===== src/design/ars_pkg.sv =====
// Purpose: shared constants for the autonegotiation result status bank
// Assumes: 32-bit AXI4-Lite register bus, word per register
// Notes: printed offsets are register indexes; byte address is 4x index
package ars_pkg;
  // register indexes, register width and event count
  localparam logic [15:0] ARS_RES_IDX = 16'h8001;
  localparam logic [15:0] ARS_LIVE_IDX = 16'h8030;
  localparam logic [15:0] ARS_IRQ_STAT_IDX = 16'h8040;
  localparam logic [15:0] ARS_IRQ_MASK_IDX = 16'h8041;
  localparam int ARS_REG_W = 16;
  localparam int ARS_EVT_N = 3;
  // result register fields
  localparam int ARS_NP_BIT = 10;
  localparam int ARS_INC_BIT = 9;
  localparam int ARS_TXL_LSB = 7;
  localparam int ARS_ROLE_LSB = 5;
  localparam int ARS_HCD_LSB = 1;
  localparam int ARS_DONE_BIT = 0;
  // live register fields
  localparam int ARS_LV_ARB_BIT = 4;
  localparam int ARS_LV_LEAD_BIT = 3;
  localparam int ARS_LV_FOLL_BIT = 2;
  localparam int ARS_LV_HI_BIT = 1;
  localparam int ARS_LV_LO_BIT = 0;
  // field codes
  localparam logic [1:0] ARS_TXL_NONE = 2'h0;
  localparam logic [1:0] ARS_TXL_LOW = 2'h2;
  localparam logic [1:0] ARS_TXL_HIGH = 2'h3;
  localparam logic [1:0] ARS_ROLE_NONE = 2'h0;
  localparam logic [1:0] ARS_ROLE_FAULT = 2'h1;
  localparam logic [1:0] ARS_ROLE_FOLL = 2'h2;
  localparam logic [1:0] ARS_ROLE_LEAD = 2'h3;
  localparam logic [3:0] ARS_HCD_NULL = 4'h0;
  localparam logic [3:0] ARS_HCD_T1L = 4'h1;
  // reset values
  localparam logic [15:0] ARS_RES_RST = 16'h0000;
  localparam logic [15:0] ARS_LIVE_RST = 16'h0010;
  localparam logic [2:0] ARS_MASK_RST = 3'h0;
  // event bits in interrupt status
  localparam int ARS_EV_NP = 0;
  localparam int ARS_EV_GCHK = 1;
  localparam int ARS_EV_DONE = 2;
  // bus responses
  localparam logic [1:0] ARS_RESP_OKAY = 2'h0;
  localparam logic [1:0] ARS_RESP_DECERR = 2'h3;

  function automatic logic [31:0] ars_byte_addr(input logic [15:0] idx);
    ars_byte_addr = {14'h0000, idx, 2'b00};
  endfunction
endpackage


===== src/design/ars_reg_if.sv =====
// Purpose: register access strobes between bus slave and register bank
// Assumes: single clock
// Notes: strobes are one-cycle pulses
`timescale 1ns/1ps
interface ars_reg_if;
  logic wr_en;
  logic [31:0] wr_addr;
  logic [31:0] wr_data;
  logic [3:0] wr_strb;
  logic wr_hit;
  logic rd_en;
  logic [31:0] rd_addr;
  logic [31:0] rd_data;
  logic rd_hit;
  modport slave (output wr_en, wr_addr, wr_data, wr_strb, rd_en, rd_addr,
    input wr_hit, rd_data, rd_hit);
  modport bank (input wr_en, wr_addr, wr_data, wr_strb, rd_en, rd_addr,
    output wr_hit, rd_data, rd_hit);
endinterface // ars_reg_if


===== src/design/ars_axil_slave.sv =====
// Purpose: AXI4-Lite slave front end, one write and one read at a time
// Assumes: bank answers hit and read data combinationally
// Notes: unmapped address answers DECERR
`timescale 1ns/1ps
module ars_axil_slave
  import ars_pkg::*;
(
  // clock and reset
  input wire logic aclk,
  input wire logic aresetn,
  // write address and data
  input wire logic [31:0] s_axi_awaddr,
  input wire logic s_axi_awvalid,
  output logic s_axi_awready,
  input wire logic [31:0] s_axi_wdata,
  input wire logic [3:0] s_axi_wstrb,
  input wire logic s_axi_wvalid,
  output logic s_axi_wready,
  // write response
  output logic [1:0] s_axi_bresp,
  output logic s_axi_bvalid,
  input wire logic s_axi_bready,
  // read address and data
  input wire logic [31:0] s_axi_araddr,
  input wire logic s_axi_arvalid,
  output logic s_axi_arready,
  output logic [31:0] s_axi_rdata,
  output logic [1:0] s_axi_rresp,
  output logic s_axi_rvalid,
  input wire logic s_axi_rready,
  // bank side
  ars_reg_if.slave rb
);
  logic aw_ok_r;
  logic w_ok_r;
  logic [31:0] awaddr_r;
  logic [31:0] wdata_r;
  logic [3:0] wstrb_r;
  logic bvalid_r;
  logic [1:0] bresp_r;
  logic rvalid_r;
  logic [1:0] rresp_r;
  logic [31:0] rdata_r;
  wire aw_take = s_axi_awvalid & s_axi_awready;
  wire w_take = s_axi_wvalid & s_axi_wready;
  wire wr_fire = aw_ok_r & w_ok_r & ~bvalid_r;
  wire ar_take = s_axi_arvalid & s_axi_arready;

  assign s_axi_awready = ~aw_ok_r;
  assign s_axi_wready = ~w_ok_r;
  assign s_axi_arready = ~rvalid_r;
  assign s_axi_bvalid = bvalid_r;
  assign s_axi_bresp = bresp_r;
  assign s_axi_rvalid = rvalid_r;
  assign s_axi_rresp = rresp_r;
  assign s_axi_rdata = rdata_r;
  assign rb.wr_en = wr_fire;
  assign rb.wr_addr = awaddr_r;
  assign rb.wr_data = wdata_r;
  assign rb.wr_strb = wstrb_r;
  assign rb.rd_en = ar_take;
  assign rb.rd_addr = s_axi_araddr;

  // write channel capture and response
  always_ff @(posedge aclk) begin
    if (!aresetn) begin
      aw_ok_r <= 1'b0;
      w_ok_r <= 1'b0;
      awaddr_r <= 32'h00000000;
      wdata_r <= 32'h00000000;
      wstrb_r <= 4'h0;
      bvalid_r <= 1'b0;
      bresp_r <= ARS_RESP_OKAY;
    end else begin
      if (aw_take) begin
        aw_ok_r <= 1'b1;
        awaddr_r <= s_axi_awaddr;
      end
      if (w_take) begin
        w_ok_r <= 1'b1;
        wdata_r <= s_axi_wdata;
        wstrb_r <= s_axi_wstrb;
      end
      if (wr_fire) begin
        aw_ok_r <= 1'b0;
        w_ok_r <= 1'b0;
        bvalid_r <= 1'b1;
        bresp_r <= rb.wr_hit ? ARS_RESP_OKAY : ARS_RESP_DECERR;
      end else if (s_axi_bready) begin
        bvalid_r <= 1'b0;
      end
    end
  end

  // read channel
  always_ff @(posedge aclk) begin
    if (!aresetn) begin
      rvalid_r <= 1'b0;
      rresp_r <= ARS_RESP_OKAY;
      rdata_r <= 32'h00000000;
    end else if (ar_take) begin
      rvalid_r <= 1'b1;
      rresp_r <= rb.rd_hit ? ARS_RESP_OKAY : ARS_RESP_DECERR;
      rdata_r <= rb.rd_data;
    end else if (s_axi_rready) begin
      rvalid_r <= 1'b0;
    end
  end
endmodule // ars_axil_slave


===== src/design/ars_irq.sv =====
// Purpose: sticky event status, mask and level interrupt
// Assumes: events are one-cycle pulses on aclk
// Notes: read clears status; an event in the clearing cycle survives
`timescale 1ns/1ps
module ars_irq
  import ars_pkg::*;
#(
  parameter int N = ARS_EVT_N
) (
  // clock and reset
  input wire logic aclk,
  input wire logic aresetn,
  // events and software access
  input wire logic [N-1:0] evt,
  input wire logic stat_rd,
  input wire logic mask_wr,
  input wire logic [N-1:0] mask_wdata,
  // state
  output logic [N-1:0] stat,
  output logic [N-1:0] mask,
  output logic irq
);
  logic [N-1:0] stat_r;
  logic [N-1:0] mask_r;
  wire [N-1:0] stat_nxt = (stat_rd ? '0 : stat_r) | evt;

  assign stat = stat_r;
  assign mask = mask_r;
  assign irq = |(stat_r & mask_r);

  always_ff @(posedge aclk) begin
    if (!aresetn) begin
      stat_r <= '0;
      mask_r <= N'(ARS_MASK_RST);
    end else begin
      stat_r <= stat_nxt;
      if (mask_wr) begin
        mask_r <= mask_wdata;
      end
    end
  end
endmodule // ars_irq


===== src/design/ars_top.sv =====
// Purpose: autonegotiation result and live status registers
// Assumes: engine inputs come from logic on aclk, no synchronisers
// Notes: result and live registers ignore writes
//
// Chosen here: the AXI4-Lite interface to the registers.
`timescale 1ns/1ps
module ars_top
  import ars_pkg::*;
(
  // clock and reset
  input wire logic aclk,
  input wire logic aresetn,
  // axi4-lite write address and data
  input wire logic [31:0] s_axi_awaddr,
  input wire logic s_axi_awvalid,
  output logic s_axi_awready,
  input wire logic [31:0] s_axi_wdata,
  input wire logic [3:0] s_axi_wstrb,
  input wire logic s_axi_wvalid,
  output logic s_axi_wready,
  // axi4-lite write response
  output logic [1:0] s_axi_bresp,
  output logic s_axi_bvalid,
  input wire logic s_axi_bready,
  // axi4-lite read
  input wire logic [31:0] s_axi_araddr,
  input wire logic s_axi_arvalid,
  output logic s_axi_arready,
  output logic [31:0] s_axi_rdata,
  output logic [1:0] s_axi_rresp,
  output logic s_axi_rvalid,
  input wire logic s_axi_rready,
  // arbitration engine events
  input wire logic partner_next_page_seen,
  input wire logic good_check_entry,
  input wire logic incompatible_result,
  // resolution outcomes
  input wire logic tx_res_done,
  input wire logic tx_res_high,
  input wire logic role_res_done,
  input wire logic role_res_fault,
  input wire logic role_res_leader,
  input wire logic tech_res_done,
  input wire logic tech_res_t1l,
  input wire logic negotiation_done_flag,
  // instantaneous engine state
  input wire logic arbitration_drives_tx,
  input wire logic arb_in_good_check,
  input wire logic arb_in_good,
  input wire logic link_control_enable_bit,
  input wire logic phy_is_leader,
  input wire logic phy_tx_active,
  input wire logic tx_amplitude_sel_high,
  // interrupt
  output logic irq
);
  ars_reg_if rb ();

  // result and live register state
  logic np_r;
  logic inc_r;
  logic [1:0] txl_r;
  logic [1:0] role_r;
  logic [3:0] hcd_r;
  logic done_r;
  logic [15:0] live_r;
  logic [15:0] live_nxt;
  logic [1:0] txl_nxt;
  logic [1:0] role_nxt;
  logic [3:0] hcd_nxt;
  logic done_d_r;

  // address decode
  wire hit_res_rd = rb.rd_addr == ars_byte_addr(ARS_RES_IDX);
  wire hit_live_rd = rb.rd_addr == ars_byte_addr(ARS_LIVE_IDX);
  wire hit_stat_rd = rb.rd_addr == ars_byte_addr(ARS_IRQ_STAT_IDX);
  wire hit_mask_rd = rb.rd_addr == ars_byte_addr(ARS_IRQ_MASK_IDX);
  wire hit_res_wr = rb.wr_addr == ars_byte_addr(ARS_RES_IDX);
  wire hit_live_wr = rb.wr_addr == ars_byte_addr(ARS_LIVE_IDX);
  wire hit_stat_wr = rb.wr_addr == ars_byte_addr(ARS_IRQ_STAT_IDX);
  wire hit_mask_wr = rb.wr_addr == ars_byte_addr(ARS_IRQ_MASK_IDX);
  wire res_rd = rb.rd_en & hit_res_rd;
  wire stat_rd = rb.rd_en & hit_stat_rd;
  wire mask_wr = rb.wr_en & hit_mask_wr & rb.wr_strb[0];
  wire [ARS_EVT_N-1:0] irq_stat;
  wire [ARS_EVT_N-1:0] irq_mask;
  wire [ARS_EVT_N-1:0] evt;

  // result register image, reserved bits zero
  wire [15:0] res_word = {5'h00, np_r, inc_r, txl_r, role_r, hcd_r,
    done_r};

  assign rb.rd_hit = hit_res_rd | hit_live_rd | hit_stat_rd | hit_mask_rd;
  assign rb.wr_hit = hit_res_wr | hit_live_wr | hit_stat_wr | hit_mask_wr;

  // read data select; writes to result and live fall through untouched
  assign rb.rd_data = hit_res_rd ? {16'h0000, res_word} :
    hit_live_rd ? {16'h0000, live_r} :
    hit_stat_rd ? {29'h00000000, irq_stat} :
    hit_mask_rd ? {29'h00000000, irq_mask} :
    32'h00000000;

  // field encoders
  always_comb begin
    txl_nxt = ARS_TXL_NONE;
    if (tx_res_done) begin
      txl_nxt = tx_res_high ? ARS_TXL_HIGH : ARS_TXL_LOW;
    end
  end

  always_comb begin
    role_nxt = ARS_ROLE_NONE;
    if (role_res_done) begin
      if (role_res_fault) begin
        role_nxt = ARS_ROLE_FAULT;
      end else if (role_res_leader) begin
        role_nxt = ARS_ROLE_LEAD;
      end else begin
        role_nxt = ARS_ROLE_FOLL;
      end
    end
  end

  always_comb begin
    hcd_nxt = ARS_HCD_NULL;
    if (tech_res_done && tech_res_t1l) begin
      hcd_nxt = ARS_HCD_T1L;
    end
  end

  // live snapshot, one word sampled per edge
  always_comb begin
    live_nxt = 16'h0000;
    live_nxt[ARS_LV_ARB_BIT] = arbitration_drives_tx & ~arb_in_good_check &
      ~arb_in_good;
    live_nxt[ARS_LV_LEAD_BIT] = link_control_enable_bit &
      phy_is_leader;
    live_nxt[ARS_LV_FOLL_BIT] = link_control_enable_bit &
      ~phy_is_leader;
    live_nxt[ARS_LV_HI_BIT] = phy_tx_active & tx_amplitude_sel_high;
    live_nxt[ARS_LV_LO_BIT] = phy_tx_active & ~tx_amplitude_sel_high;
  end

  // next page latch, set beats read clear
  always_ff @(posedge aclk) begin
    if (!aresetn) begin
      np_r <= ARS_RES_RST[ARS_NP_BIT];
    end else if (partner_next_page_seen) begin
      np_r <= 1'b1;
    end else if (res_rd) begin
      np_r <= 1'b0;
    end
  end

  // incompatible link, sampled on good-check entry
  always_ff @(posedge aclk) begin
    if (!aresetn) begin
      inc_r <= ARS_RES_RST[ARS_INC_BIT];
    end else if (good_check_entry) begin
      inc_r <= incompatible_result;
    end
  end

  // resolved fields follow the engine
  always_ff @(posedge aclk) begin
    if (!aresetn) begin
      txl_r <= ARS_RES_RST[ARS_TXL_LSB +: 2];
      role_r <= ARS_RES_RST[ARS_ROLE_LSB +: 2];
      hcd_r <= ARS_RES_RST[ARS_HCD_LSB +: 4];
      done_r <= ARS_RES_RST[ARS_DONE_BIT];
      done_d_r <= 1'b0;
    end else begin
      txl_r <= txl_nxt;
      role_r <= role_nxt;
      hcd_r <= hcd_nxt;
      done_r <= negotiation_done_flag;
      done_d_r <= done_r;
    end
  end

  // live register, never latched
  always_ff @(posedge aclk) begin
    if (!aresetn) begin
      live_r <= ARS_LIVE_RST;
    end else begin
      live_r <= live_nxt;
    end
  end

  // interrupt events
  assign evt[ARS_EV_NP] = partner_next_page_seen;
  assign evt[ARS_EV_GCHK] = good_check_entry;
  assign evt[ARS_EV_DONE] = done_r & ~done_d_r;

  ars_axil_slave u_slave (
    .aclk(aclk),
    .aresetn(aresetn),
    .s_axi_awaddr(s_axi_awaddr),
    .s_axi_awvalid(s_axi_awvalid),
    .s_axi_awready(s_axi_awready),
    .s_axi_wdata(s_axi_wdata),
    .s_axi_wstrb(s_axi_wstrb),
    .s_axi_wvalid(s_axi_wvalid),
    .s_axi_wready(s_axi_wready),
    .s_axi_bresp(s_axi_bresp),
    .s_axi_bvalid(s_axi_bvalid),
    .s_axi_bready(s_axi_bready),
    .s_axi_araddr(s_axi_araddr),
    .s_axi_arvalid(s_axi_arvalid),
    .s_axi_arready(s_axi_arready),
    .s_axi_rdata(s_axi_rdata),
    .s_axi_rresp(s_axi_rresp),
    .s_axi_rvalid(s_axi_rvalid),
    .s_axi_rready(s_axi_rready),
    .rb(rb.slave)
  );

  ars_irq #(
    .N(ARS_EVT_N)
  ) u_irq (
    .aclk(aclk),
    .aresetn(aresetn),
    .evt(evt),
    .stat_rd(stat_rd),
    .mask_wr(mask_wr),
    .mask_wdata(rb.wr_data[ARS_EVT_N-1:0]),
    .stat(irq_stat),
    .mask(irq_mask),
    .irq(irq)
  );
endmodule // ars_top


===== config.mk =====
export PLATFORM = sky130hd
export DESIGN_NAME = ars_top
export DESIGN_NICKNAME = d
export VERILOG_FILES = /design/src/design/ars_pkg.sv /design/src/design/ars_reg_if.sv /design/src/design/ars_axil_slave.sv /design/src/design/ars_irq.sv /design/src/design/ars_top.sv
export SDC_FILE = /design/constraint.sdc
export NUM_CORES = 1
export LEC_CHECK = 0
export BUFFER_PORTS_ARGS = -buffer_cell sky130_fd_sc_hd__buf_2
export CAP_MARGIN = 10
export CORE_MARGIN = 3
export CORE_UTILIZATION = 40
export DETAILED_ROUTE_END_ITERATION = 10
export GPL_TIMING_DRIVEN = 0
export PLACE_DENSITY = 0.78
export SLEW_MARGIN = 20
export SYNTH_ARGS = -nofsm -noshare
export SYNTH_HDL_FRONTEND = slang
export SYNTH_SLANG_ARGS = --single-unit

===== constraint.sdc =====
create_clock -name aclk -period 1.4 [get_ports aclk]
set_input_delay 0.07 -clock aclk [delete_from_list [all_inputs] [get_ports aclk]]
set_output_delay 0.07 -clock aclk [all_outputs]
set_load 0.005 [all_outputs]

* Word level (Yosys, flattened, before mapping)
Cells that the tools add are included.
** Storage, ports and cells
- Output and inout bits :: 42
- ROM bits :: 0
- Latch bits :: 0
- Register bits :: 110
- Bits of input ports :: 125
- RAM bits :: 0
- Word-level logic and storage cells :: 91
- Memories kept :: 0
** Operators by class
- Add/sub/neg operators :: 0
- $lt $le $gt $ge :: 0
- Multipliers :: 0
- Divide/modulo/power cells :: 0
- Shift-type cells :: 0
- Multiplexer cells :: 17
- Reduce and logical (&&, ||, !) cells :: 9
- Equality and inequality tests :: 8
- Bitwise gates (word level) :: 35
** Operator list (number)
- 32-bit by 18-bit == test with 1-bit output, second input constant :: 8
- 16-bit two-way mux :: 2
- 1-bit AND :: 16
- 1-bit NOT :: 11
- 1-bit two-way mux :: 10
- 3-bit two-way mux :: 3
- 1-bit bitwise OR :: 6
- 2-bit nonzero test :: 3
- 3-bit OR reduction :: 2
- 2-bit two-way mux :: 2
- 2-bit AND reduction :: 2
- 3-bit AND :: 1
- 3-bit bitwise OR :: 1
- 2-bit OR reduction :: 1
- 1-bit logical AND :: 1

* Longest topological paths before layout
- Word-level depth :: 5
- Depth in mapped cells :: 6
- Gate-level depth less buffers :: 5

* Cells and area by module
Synthesis repeated with hierarchy kept, for this count alone.
** Unflattened totals
- Cells, all modules :: 619
- Area total of the unflattened synthesis :: 5340.1 µm²
** By module, submodules not included
- ars_axil_slave :: sequential area each 2122.0 µm², cells each 496, instances 1, area each 4287.9 µm²
- ars_top :: sequential area each 280.3 µm², cells each 103, instances 1, area each 828.3 µm²
- ars_irq :: sequential area each 120.1 µm², cells each 20, instances 1, area each 224.0 µm²

* Worst setup path after synthesis
OpenSTA, ideal clock, no wires.
- Kind :: register to register
- From :: reg u_slave.aw_ok_r
- To :: reg u_irq.mask_r[0] (netlist: u_irq.mask[0])
- Data required time :: 1.284 ns
- Setup slack :: -0.116 ns
- Buffers on the path :: 0
- Clock period less this slack :: 1.516 ns
- Setup time :: 0.116 ns
- Data arrival time :: 1.400 ns
- Stages on the path, launching flop included :: 6
- Cells stage by stage :: dfxtp_1 > inv_2 > or3_4 > nor4_4 > mux2i_1 > nor2b_1
** Between the ends
- Cells in the longest elaborated chain, start to end :: 4
** RTL lines
- start: declaration :: RTL line ars_axil_slave.sv:34 : logic aw_ok_r;
- start signal: assignment :: RTL line ars_axil_slave.sv:67 : aw_ok_r <= 1'b0;
- start signal: assignment :: RTL line ars_axil_slave.sv:76 : aw_ok_r <= 1'b1;
- start signal: assignment :: RTL line ars_axil_slave.sv:85 : aw_ok_r <= 1'b0;
- 1-bit AND (2 in a row) :: RTL line ars_axil_slave.sv:46 : wire wr_fire = aw_ok_r & w_ok_r & ~bvalid_r;
- 1-bit AND (2 in a row) :: RTL line ars_top.sv:84 : wire mask_wr = rb.wr_en & hit_mask_wr & rb.wr_strb[0];
- end signal: assignment :: RTL line ars_irq.sv:34 : mask_r <= N'(ARS_MASK_RST);
- end signal: assignment :: RTL line ars_irq.sv:38 : mask_r <= mask_wdata;
- end: declaration :: RTL line ars_irq.sv:24 : logic [N-1:0] mask_r;
Every way passes these cells.
A chain may end at the register's enable or synchronous reset.

* Worst setup path after layout
- From :: reg u_slave.awaddr_r[12] (netlist: u_slave.rb.wr_addr[12])
- To :: reg u_irq.mask_r[1] (netlist: u_irq.mask[1])
** Between the ends
- Cells in the longest elaborated chain, start to end :: 3
** RTL lines
- start: declaration :: RTL line ars_axil_slave.sv:36 : logic [31:0] awaddr_r;
- start signal: assignment :: RTL line ars_axil_slave.sv:77 : awaddr_r <= s_axi_awaddr;
- 32-bit by 18-bit == test with 1-bit output :: RTL line ars_top.sv:81 : wire hit_mask_wr = rb.wr_addr == ars_byte_addr(ARS_IRQ_MASK_IDX);
- 1-bit AND (2 in a row) :: RTL line ars_top.sv:84
Every way passes these cells.

==> results.toml <==
[outcome]
status = "finished with violations"
violations = "setup timing"

[clocking]
clkTransAtPathRegs_ns = 0.07
cts_root_buf = "clkbuf_8"
clock_path_buffers = 2
cts_tree = "built"
cts_sinks = 73
clock_latency_ns = 0.34
numCtsBuffers = 9
htree_levels = 3

[yosys]
synth.largest_area_cell = "dfxtp_1"
synth_area_leaders = "dfxtp_1 47%, a21boi_0 9.2%, nand2_1 9.2%"
synthArstFlopShare_pct = 0
syn_inst = 352
ys_seq_elements = 73
syn-cell-area_um2 = 3100
dominantRegCellSynth = "dfxtp_1"
syn_avg_cell_area_um2 = 8.82
ys_warn_count = 0
synth-edff-count = 0
yosysTopAreaCellShare_pct = 47.1
yosysSeqAreaShare_pct = 47.1
synthDistinctLibCells = 41

[grt]
grt_remaining_overflow = 0
grtUsageTotal_pct = 20.6
antenna_found_initial = 0
grt_pass1_wl_um = 14100
grt_start_max_net_pins = 13
grt_pass1_vias = 3052

[timing]
fin_setup_tns_ns = -0.712
finalMaxSlewViolations = 0
period_share_pct = 114
hold_violations = 0
setup_viol = 4
setup_ws_ns = -0.196
fin_skew_ns = 0.00772
rsz0062_at_grt = "true"
period_needed_ns = 1.60
holdWs_ns = 0.00655
timing.fmax_mhz = 627

[pwr]
p_per_area_nw_per_um2 = 1030
switching_power_mw = 1.12
p_total_mw = 4.91
intPower_mw = 3.79
seqPwrFrac_pct = 45.8
clkPwrFrac_pct = 40.3
comb_power_share_pct = 13.8
p_leak_nw = 2.15
ir_worst_vdd_mv = 0.666
swShare_pct = 22.8

[setup_path]
critPathTopFamily = "simple AND/OR/NAND/NOR gates"
end_kind = "flip-flop"
cp.arrival_ns = 1.83
cp.required_ns = 1.63
path_max_fanout = 3
setup.worst_path.start = "u_slave.rb.wr_addr[12]"
worst-path-buf-inv = 0
reg2reg_from = "u_slave.rb.wr_addr[12]"
slowest_delay_ns = 0.39
crit_slowest_cell = "nor4_4"
cp_cell_sequence = "nor4_2 -> nand3_2 -> nor4_4 -> mux2i_1 -> nor2b_1"
critPathKind = "flip-flop to flip-flop"
startpoint_type = "flip-flop"

[die]
core_area_um2 = 7370
die_x_um = 94.1
die_h_um = 94.1
ios = 167
start_util_pct = 42.1
dieArea_um2 = 8850
rows = 31

[placement]
globalplace.congestion = 0.848
place_ws_ns = -0.381
portBuffers = 111
place_area_um2 = 3860
dpl.hpwl_um = 5930

[routing]
wl_per_cell_um = 13.6
drcViolationCount = 0
drt-total-wl_um = 8870
vias = 3116
antenna_left = 0
vias_per_cell = 4.76
dr.pass1.iters = 4
dr.first_iter.drc_count = 141

[cells_and_area]
drive_gt1_share_pct = 33.0
finish.instance_area_um2 = 4760
antenna_cells = 0
nets = 675
syn_to_final_growth_pct = 53.4

[min_path]
hp-class = "primary input to flip-flop"
hp-start = "incompatible_result"

[flow_run]
maxCapViolCount = 0
## logic make-up after synthesis
| kind of cell | Yosys count | synth area share (%) |
|---|---|---|
| compound gates | 67 | 15.8 |
| buf+inv | 49 | 8.87 |
| flops | 73 | 47.1 |
| mux | 11 | 3.55 |
| other cells | 1 | 0.121 |
| simple gates | 151 | 24.5 |
## cells in the final DEF (no fill, tap or decap), types with 4 or more instances in the layout
master / Yosys / layout
mux2i_1: 11 / 11
clkbuf_1: 16 / 8
nor2b_1: 18 / 18
nor2_1: 15 / 15
nand2_1: 76 / 76
dfxtp_1: 73 / 66
inv_1: 7 / 7
nor4_2: 2 / 4
a21boi_0: 38 / 38
buf_4: 24 / 27
a22oi_1: 6 / 6
and3_1: 4 / 4
dlygate4sd3_1: 0 / 55
clkbuf_8: 0 / 10
o21ai_0: 6 / 6
nand4_1: 5 / 5
dfxtp_2: 0 / 7
nor4_1: 10 / 6
buf_2: 1 / 112
clkbuf_2: 0 / 6
conb_1: 1 / 21
## cell usage after synthesis (2+ instances only)
library cell,count
nand2_1,76
dfxtp_1,73
a21boi_0,38
buf_4,24
nor2b_1,18
clkbuf_1,16
nor2_1,15
mux2i_1,11
nor4_1,10
inv_1,7
a22oi_1,6
o21ai_0,6
nand4_1,5
and3_1,4
a21oi_1,3
a32oi_1,3
and2_1,3
nand3_1,3
nor3_1,3
o21a_1,3
nand2b_1,2
nor4_2,2
nor4b_1,2
o22ai_1,2
## power by group through the flow
stage / Clock [mW] / Combinational (mW) / Sequential (mW)
final: 1.98 / 0.679 / 2.25
after global routing: 2.11 / 0.751 / 2.26
after CTS: 2.00 / 0.655 / 2.24
after detailed placement: 0 / 0.521 / 2.28
after global placement: 0 / 0.508 / 2.27
after floorplan: 0 / 0.306 / 2.26
## sequential cells by signal, summed over array words and instances (netlist names), 2 cells and up
| signal | cells |
|---|---|
| txl_r | 2 |
| u_irq.mask | 3 |
| live_r | 5 |
| u_irq.stat | 3 |
| u_slave.s_axi_rdata | 11 |
| role_r | 2 |
| u_slave.rb.wr_addr | 32 |
| u_slave.rb.wr_data | 3 |
## tightest hold or removal path: stages
cell and delay (ns):
buf_2 0.09, mux2i_1 0.06, nor2b_1 0.09
## path summary, 6_finish.rpt
| path | slack [ns] | end | cells past startpoint |
|---|---|---|---|
| worst min-delay path | 0.007 | inc_r | 3 |
| worst min register to register | 0.46 | done_d_r | 2 |
| worst max-delay path | -0.20 | u_irq.mask[1] | 5 |
| worst max register to register | -0.20 | u_irq.mask[1] | 5 |
## layer usage
| layer | up-vias | GRT usage (%) | wire length, um |
|---|---|---|---|
| li1 | 1552 | - | - |
| met4 | 0 | 10.3 | 291 |
| met3 | 24 | 3.93 | 530 |
| met5 | - | 0 | 0 |
| met2 | 118 | 36.1 | 4490 |
| met1 | 1422 | 23.7 | 3560 |
## final cells by class
class / count / area [um2]
clock buffers: 10 / 138
repair buffers: 168 / 1120
flip-flops and latches: 73 / 1470
clock inverters: 6 / 105
inverters: 8 / 30.0
multi-input cells: 250 / 1520
well taps: 99 / 124
fillers: 599 / 2610
plain buffers: 40 / 253
## per-stage QoR
stage	instances	utilization, %
after global placement	582	52.3
after global routing	654	64.6
after CTS	654	64.1
after detailed placement	582	52.3
after floorplan	372	-
final	654	64.6
## timing repair
item	in CTS	in global routing
setup buffers	1	1
setup endpoints to repair	35	43
pin swaps	7	7
hold buffers	55	0
cloned	0	0
endpoints found under the hold margin	50	0
gates resized for setup	17	16
Note: power is estimated with default switching activity, not from simulation.
